**config.mk**
```make
export PLATFORM = sky130hd
export DESIGN_NAME = psg_pin_share
export DESIGN_NICKNAME = d
export VERILOG_FILES = /design/src/psg_pin_sync.v /design/src/psg_pin_share.v
export VERILOG_INCLUDE_DIRS = /design/src /design/src/src
export SDC_FILE = /design/constraint.sdc
export NUM_CORES = 1
export LEC_CHECK = 0
export ABC_CLOCK_PERIOD_IN_PS = 2400
export BUFFER_PORTS_ARGS = -buffer_cell sky130_fd_sc_hd__buf_2
export CAP_MARGIN = 20
export CORE_MARGIN = 2
export CORE_UTILIZATION = 40
export DETAILED_ROUTE_END_ITERATION = 8
export HOLD_SLACK_MARGIN = 0.15
export PLACE_DENSITY_LB_ADDON = 0.1
export SKIP_CTS_REPAIR_TIMING = 1
export SYNTH_ARGS = -nofsm -noshare
export SYNTH_HDL_FRONTEND = slang
export SYNTH_SLANG_ARGS = --single-unit
```
**constraint.sdc**
```tcl
create_clock -name clock -period 2.4 [get_ports clock]
set_input_delay 0.12 -clock clock [delete_from_list [all_inputs] [get_ports clock]]
set_output_delay 0.12 -clock clock [all_outputs]
set_load 0.05 [all_outputs]
```
**src/psg_consts.vh**
```
// Constants for the shared modulator, port and serial pin block
`ifndef PSG_CONSTS_VH
`define PSG_CONSTS_VH

// ==========================================================
// Pin count and positions of the serial roles
`define PSG_NUM_PINS 5
`define PSG_SEL_W 10
`define PSG_PIN_SS 2
`define PSG_PIN_MISO 3
`define PSG_PIN_MOSI 4

// ==========================================================
// Function codes, two bits per pin
`define PSG_FUNC_PWM 2'h0
`define PSG_FUNC_GPIO 2'h1
`define PSG_FUNC_SPI 2'h2
`define PSG_FUNC_NONE 2'h3

// ==========================================================
// Reset values
`define PSG_SEL_ALL_PWM 10'h000
`define PSG_SEL_ALL_NONE 10'h3FF
`define PSG_DIR_RESET 5'h00
`define PSG_OUT_RESET 5'h00
`define PSG_PULL_RESET 5'h1F
`define PSG_SS_IDLE 1'h1

`endif

```
**src/psg_pin_sync.v**
```verilog
// Three-stage input synchroniser with agreement filter for pad inputs
`timescale 1ns/1ps

module psg_pin_sync #(
    parameter WIDTH = 5,
    parameter [WIDTH-1:0] RESET_VAL = {WIDTH{1'b1}}
) (
    input wire clock,
    input wire rst_n,
    input wire [WIDTH-1:0] asyncIn,
    output reg [WIDTH-1:0] syncOut
);

reg [WIDTH-1:0] stage1;
reg [WIDTH-1:0] stage2;
reg [WIDTH-1:0] stage3;

genvar i;
generate
    for (i = 0; i < WIDTH; i = i + 1) begin : g_bit
        always @(posedge clock) begin
            if (!rst_n) begin
                stage1[i] <= RESET_VAL[i];
                stage2[i] <= RESET_VAL[i];
                stage3[i] <= RESET_VAL[i];
                syncOut[i] <= RESET_VAL[i];
            end else begin
                stage1[i] <= asyncIn[i];
                stage2[i] <= stage1[i];
                stage3[i] <= stage2[i];
                // Only a level seen on two late stages counts
                if (stage2[i] == stage3[i]) begin
                    syncOut[i] <= stage3[i];
                end
            end
        end
    end
endgenerate

endmodule // psg_pin_sync

```
**src/psg_pin_share.v**
```verilog
// Pin sharing of five pads between modulator outputs, port bits and serial lines
`timescale 1ns/1ps
`include "psg_consts.vh"

module psg_pin_share (
    input wire clock,
    input wire rst_n,
    input wire variantFull,
    input wire funcSelWr,
    input wire [`PSG_SEL_W-1:0] funcSelData,
    input wire gpioDirWr,
    input wire [`PSG_NUM_PINS-1:0] gpioDirMask,
    input wire [`PSG_NUM_PINS-1:0] gpioDirData,
    input wire [`PSG_NUM_PINS-1:0] gpioOutData,
    input wire [`PSG_NUM_PINS-1:0] modbankAOut,
    input wire spiMasterMode,
    input wire spiSlaveTxBit,
    input wire spiMasterTxBit,
    input wire [`PSG_NUM_PINS-1:0] pinIn,
    output reg [`PSG_NUM_PINS-1:0] pinOut,
    output reg [`PSG_NUM_PINS-1:0] pinOe,
    output reg [`PSG_NUM_PINS-1:0] pinPullUp,
    output reg [`PSG_SEL_W-1:0] funcSel,
    output reg [`PSG_NUM_PINS-1:0] gpioDir,
    output wire [`PSG_NUM_PINS-1:0] gpioIn,
    output reg spiSlaveSelected,
    output reg spiRxEnable,
    output reg spiMasterInBit,
    output reg spiSlaveInBit
);

// Reset level of the pad data, one bit per pin
localparam [`PSG_NUM_PINS-1:0] OUT_RST = `PSG_OUT_RESET;

// ==========================================================
// Function decode
// Serial code on pins without a serial role means no function
function [1:0] effFunc;
    input [`PSG_SEL_W-1:0] sel;
    input integer idx;
    reg [1:0] code;
    begin
        code = sel[2*idx +: 2];
        if (code == `PSG_FUNC_SPI && idx < `PSG_PIN_SS) begin
            effFunc = `PSG_FUNC_NONE;
        end else begin
            effFunc = code;
        end
    end
endfunction

// ==========================================================
// Pad input synchronisation
wire [`PSG_NUM_PINS-1:0] pinSync;

psg_pin_sync #(
    .WIDTH(`PSG_NUM_PINS),
    .RESET_VAL(`PSG_PULL_RESET)
) u_sync (
    .clock(clock),
    .rst_n(rst_n),
    .asyncIn(pinIn),
    .syncOut(pinSync)
);

assign gpioIn = pinSync;

// ==========================================================
// Function select and port direction
// Default is applied one edge after release, so the strap is not
// loaded by the reset branch itself
reg defaultPending;

always @(posedge clock) begin
    if (!rst_n) begin
        funcSel <= `PSG_SEL_ALL_NONE;
        defaultPending <= 1'b1;
    end else if (defaultPending) begin
        defaultPending <= 1'b0;
        if (variantFull) begin
            funcSel <= `PSG_SEL_ALL_PWM;
        end else begin
            funcSel <= `PSG_SEL_ALL_NONE;
        end
    end else if (funcSelWr) begin
        funcSel <= funcSelData;
    end
end

always @(posedge clock) begin
    if (!rst_n) begin
        gpioDir <= `PSG_DIR_RESET;
    end else if (gpioDirWr) begin
        gpioDir <= (gpioDir & ~gpioDirMask) | (gpioDirData & gpioDirMask);
    end
end

// ==========================================================
// Serial slave select
wire ssFuncOn = (effFunc(funcSel, `PSG_PIN_SS) == `PSG_FUNC_SPI);
wire ssAsserted = ssFuncOn && (pinSync[`PSG_PIN_SS] == 1'b0);
wire slaveActive = !spiMasterMode && ssAsserted;

always @(posedge clock) begin
    if (!rst_n) begin
        spiSlaveSelected <= 1'b0;
        spiRxEnable <= 1'b0;
        spiMasterInBit <= 1'b0;
        spiSlaveInBit <= 1'b0;
    end else begin
        spiSlaveSelected <= ssAsserted;
        spiRxEnable <= slaveActive;
        // Receive paths steered by role
        spiMasterInBit <= spiMasterMode ? pinSync[`PSG_PIN_MISO] : 1'b0;
        spiSlaveInBit <= slaveActive ? pinSync[`PSG_PIN_MOSI] : 1'b0;
    end
end

// ==========================================================
// Per-pin drive
genvar p;
generate
    for (p = 0; p < `PSG_NUM_PINS; p = p + 1) begin : g_pin
        reg nextOut;
        reg nextOe;

        always @* begin
            nextOut = 1'b0;
            nextOe = 1'b0;
            case (effFunc(funcSel, p))
                `PSG_FUNC_PWM: begin
                    nextOut = modbankAOut[p];
                    nextOe = 1'b1;
                end
                `PSG_FUNC_GPIO: begin
                    nextOut = gpioOutData[p];
                    nextOe = gpioDir[p];
                end
                `PSG_FUNC_SPI: begin
                    if (p == `PSG_PIN_MISO) begin
                        // Fixed one-cycle latency keeps the core's half-clock lead
                        nextOut = spiSlaveTxBit;
                        nextOe = slaveActive;
                    end else if (p == `PSG_PIN_MOSI) begin
                        nextOut = spiMasterTxBit;
                        nextOe = spiMasterMode;
                    end else begin
                        nextOut = 1'b0;
                        nextOe = 1'b0;
                    end
                end
                default: begin
                    nextOut = 1'b0;
                    nextOe = 1'b0;
                end
            endcase
        end

        always @(posedge clock) begin
            if (!rst_n) begin
                pinOut[p] <= OUT_RST[p];
                pinOe[p] <= 1'b0;
                pinPullUp[p] <= 1'b1;
            end else begin
                pinOut[p] <= nextOut;
                pinOe[p] <= nextOe;
                // Pull-up only while the pad floats, saves current when driven
                pinPullUp[p] <= !nextOe;
            end
        end
    end
endgenerate

endmodule // psg_pin_share

```
## Word-level counts from Yosys, hierarchy flattened

Cells that the tools add are included.
W data, S select, Z words.

| operators by class | value |
|---|---|
| reductions and logical operators | 16 |
| multiplexer cells | 16 |
| equality and inequality tests | 15 |
| bitwise operators | 5 |

Operators with widths:

| cell | number |
|---|---|
| $mux W10 | 3 |
| $pmux W1 S2 | 6 |
| $pmux W1 S3 | 4 |
| $and A5 B5 Y5 | 2 |
| $eq A2 B1 Y1 const B | 5 |
| $eq A2 B2 Y1 const B | 5 |
| $logic_not A2 Y1 | 5 |
| $logic_not A1 Y1 | 6 |
| $eq A1 B1 Y1 | 5 |
| $not A5 Y5 | 1 |
| $or A5 B5 Y5 | 1 |
| $mux W2 | 2 |
| $reduce_and A2 Y1 | 2 |
| $logic_and A1 B1 Y1 | 2 |
| $reduce_bool A2 Y1 | 1 |
| $mux W1 | 1 |
| $not A1 Y1 | 1 |

| word-level totals | value |
|---|---|
| input bits | 43 |
| flip-flop bits (word level) | 55 |

## Logic depth before layout (Yosys ltp)

| logic depth | value |
|---|---|
| word-level depth | 5 |
| mapped depth | 4 |
| mapped depth without buffers | 3 |

## Hierarchy

Synthesis repeated with hierarchy kept, for this count alone.

| second synthesis, totals | value |
|---|---|
| cells, all modules | 173 |
| area total of the unflattened synthesis | 1871.8 um^2 |

By module, submodules not included:

| module | area each (um^2) | seq. area each (um^2) | times used | cells each |
|---|---|---|---|---|
| psg_pin_share | 1252.5 | 700.7 | 1 | 121 |
| psg_pin_sync | 619.3 | 400.4 | 1 | 52 |

## Least setup slack after synthesis

No wires, ideal clock.

| timing path | value |
|---|---|
| path kind | reg-to-reg |
| start | register funcSel[7] |
| end | register pinOe[3] |
| cell stages (with the launch flop) | 4 |
| period minus slack after synthesis | 1228 ps |
| path buffers | 0 |
| arrival | 1086 ps |
| path slack | 1172 ps |
| cell sequence | dfxtp_1 > and2b_1 > nand2_1 > a2bb2oi_2 |

| between the ends | value |
|---|---|
| cells in the longest elaborated chain, start to end | 2 |
| elaborated cells on any way between the ends | 4 |
| those cells by class | eq/ne (2); mux (1); reduce/logical (1) |

RTL lines:

| element | line | RTL |
|---|---|---|
| from (decl) | psg_pin_share.v:23 | `` output reg [`PSG_SEL_W-1:0] funcSel, `` |
| from (signal assigned) | psg_pin_share.v:76 | `` funcSel <= `PSG_SEL_ALL_NONE; `` |
| from (signal assigned) | psg_pin_share.v:81 | `` funcSel <= `PSG_SEL_ALL_PWM; `` |
| from (signal assigned) | psg_pin_share.v:83 | `` funcSel <= `PSG_SEL_ALL_NONE; `` |
| $eq A2 B2 Y1 (tied with other cells) | psg_pin_share.v:130 | `case (effFunc(funcSel, p))` |
| $pmux W1 S3 (*) | psg_pin_share.v:130 |  |
| to (signal, indexed assignment) | psg_pin_share.v:166 | `pinOe[p] <= nextOe;` |
| to (decl) | psg_pin_share.v:21 | `` output reg [`PSG_NUM_PINS-1:0] pinOe, `` |

Mark *: on every way between the ends. The rest lies on a longest branch, timed or not.
A chain may end at the register's enable or synchronous reset.

==> results.yml <==
run_status:
  status: "completed"
synthesis:
  syn_inst: 174
  synthTopCellsByArea: "dfxtp_1, nand2b_1, mux2i_1, o21ai_0, a21oi_1"
  yosys_warnings: 0
  avgSynthCellArea_um2: 10.5
  yosys.area.top_type: "dfxtp_1"
  synth_nets: 217
  syn_area_um2: 1830
  ys_seq_elements: 55
  yosys.area.top_type_share_pct: 60.0
  ys_types: 26
  ys_seq_area_share_pct: 60.0
timing:
  setup_ws_ns: 0.589
  fin_hold_ws_ns: 0.100
  slew_headroom_pct: 64.2
  slew_viol_final: 0
  hold_viol_final: 0
  grt_setup_unrepaired: "no"
  max_freq_mhz: 552
  finalWorstPathRequiredPeriod_ns: 1.81
  worst_slew_pin_slew_ns: 0.537
  skew_ns: 0.00618
  min_period_over_period_pct: 75.5
  setup_viol: 0
  setup_tns_ns: 0
min_path:
  hp-start: "funcSelData[1]"
  hold_class: "in -> reg"
  hold_end: "funcSel[1]"
  hold_path_depth: 3
global_routing:
  grt_pass1_wl_um: 5660
  gr-usage-met2_pct: 19.7
  use_met3_pct: 6.33
  grt_antenna_before_repair: 0
  gr-total-overflow: 0
  met1_usage_pct: 19.8
  grt_pass1_vias: 1248
  busiest_layer: "met1"
  grt_use_total_pct: 14.2
  grt_max_degree: 30
cts:
  cts_num_sinks: 55
  cts_max_level: 2
  insertion_delay_ns: 0.30
  cts_tree: "yes"
  clockBufferDepth: 2
  numCtsBuffers: 5
  clk_pin_slew_ns: 0.09
  cts_root_buf: "clkbuf_8"
placement:
  portBuffers: 81
  place_congestion: 0.705
  dpl_worst_slack_ns: 1.08
  dp_hpwl_um: 2560
detailed_routing:
  vias_per_cell: 4.46
  ant_nets: 0
  drt_wl_total_um: 3930
  dr.pass1.iters: 2
  num_vias: 1533
  post_drt_wl_per_cell_um: 11.4
  drt_iter0_markers: 63
  drc: 0
power:
  p_sw_uw: 476
  p_int_mw: 1.27
  p_sw_share_pct: 27.2
  pwr_density_cell_nw_per_um2: 645
  p_clk_share_pct: 27.7
  ir_drop_v: 0.000268
  seq_power_share_pct: 56.1
  combPwrFrac_pct: 16.2
  p_leak_nw: 1.24
  p_total_mw: 1.75
die:
  start_util_pct: 41.8
  die_x_um: 71.7
  rows: 24
  die_y_um: 71.7
  dieArea_um2: 5140
  core-area_um2: 4380
  ios: 82
worst_setup_path:
  cp.required_ns: 2.64
  reg2reg_slack_ns: 0.99
  worstPathArrival_ns: 2.06
  rr_worst_depth: 3
  setup.worst_path.end_class: "flip-flop"
  crit_path_start_kind: "input pin"
  worstSetupPathType: "in -> reg"
  r2r-end: "pinOut[2]"
  reg2reg_from: "funcSel[4]"
  crit_fanout: 1
flow_run:
  drv_cap: 0
layout:
  diodes: 0
  utilization_pct: 61.8
  fin_nets: 334
  flow.area_growth_from_synthesis_pct: 47.7
  drive_above_1_share_pct: 31.8
worst max-delay path by stage:
stage,endpoint,from,slack (ns)
2_1_floorplan,pinOe[3],funcSel[7],1.17
4_1_cts,funcSel[4],funcSel[4],1.12
3_3_place_gp,funcSel[4],rst_n,1.11
5_1_grt,flip-flop,gpioDirData[1],0.49
6_report,flip-flop,gpioDirData[1],0.59
3_5_place_dp,funcSel[0],rst_n,1.08
synth_stat cells:
library cell and count:
a211oi_1 4, a21oi_1 11, a21oi_4 1, a2bb2oi_2 1
and2_1 1, and2b_1 1, and3_1 1, buf_2 1
buf_4 2, clkbuf_1 3, dfxtp_1 55, inv_1 5
inv_2 1, mux2i_1 13, nand2_1 11, nand2_4 1
nand2b_1 25, nand3_1 5, nor2_1 8, nor2b_1 3
nor3_1 1, nor4_4 1, o21a_1 1, o21ai_0 16
o2bb2ai_1 1, or2b_1 1
cell families after synthesis:
| family | count (synthesis) | share of synthesized area (%) |
|---|---|---|
| buf+inv | 12 | 2.93 |
| simple gates | 59 | 18.3 |
| flops | 55 | 60.0 |
| compound gates | 35 | 11.6 |
| mux | 13 | 7.09 |
power by group through the flow:
stage                     Sequential, mW  Clock [mW]  Combinational, mW
after CTS                          0.980       0.504              0.240
after floorplan                     1.09           0             0.0724
after global placement              1.00           0              0.238
after global routing               0.987       0.543              0.305
final                              0.980       0.485              0.283
after detailed placement            1.00           0              0.240
final cells by class:
class | instances | area (µm²)
Clock buffer | 6 | 72.6
Multi-Input combinational cell | 107 | 679
Inverter | 6 | 22.5
Sequential cell | 55 | 1100
Timing Repair Buffer | 116 | 756
Fill cell | 385 | 1680
Clock inverter | 2 | 12.5
Tap cell | 52 | 65.1
per-stage QoR:
| step | std cells | instance area [µm²] |
|---|---|---|
| 4_1_cts | 309 | 2360 |
| 5_1_grt | 344 | 2710 |
| 3_5_place_dp | 301 | 2270 |
| 6_report | 344 | 2710 |
| 3_3_place_gp | 301 | 2270 |
| 2_1_floorplan | 174 | 1830 |
placed cells by master (no fill, tap or decap), drive strengths merged:
cell and count:
a211oi 4, a21oi 12, a2bb2oi 1, and2 1, and2b 1, and3 1, buf 81, clkbuf 6
clkinv 1, clkinvlp 1, dfxtp 55, dlygate4sd3 35, inv 6, mux2i 13, nand2 12, nand2b 25
nand3 5, nor2 8, nor2b 3, nor3 1, nor4 1, o21a 1, o21ai 16, o2bb2ai 1
or2b 1
worst max-delay path, stage by stage:
cell and delay [ns]:
dlygate4sd3_1 0.53, buf_2 0.10, nand3_1 0.05, dlygate4sd3_1 0.56
a21oi_1 0.14, dlygate4sd3_1 0.57
flip-flops by register name, summed over array words and instances (netlist names), named ones only:
signal,cells
pinOut,5
u_sync.stage3,5
funcSel,10
u_sync.syncOut,5
defaultPending,1
pinPullUp,5
spiMasterInBit,1
spiSlaveSelected,1
spiRxEnable,1
spiSlaveInBit,1
pinOe,5
u_sync.stage1,5
u_sync.stage2,5
metal layers:
layer,up-vias,part of all wire (%),wire length (µm)
met3,7,7.6,300
li1,811,-,-
met1,659,48,1890
met2,56,43,1690
met4,0,1.1,42
met5,-,0,0
No activity file was read; power rests on OpenSTA's default activity.
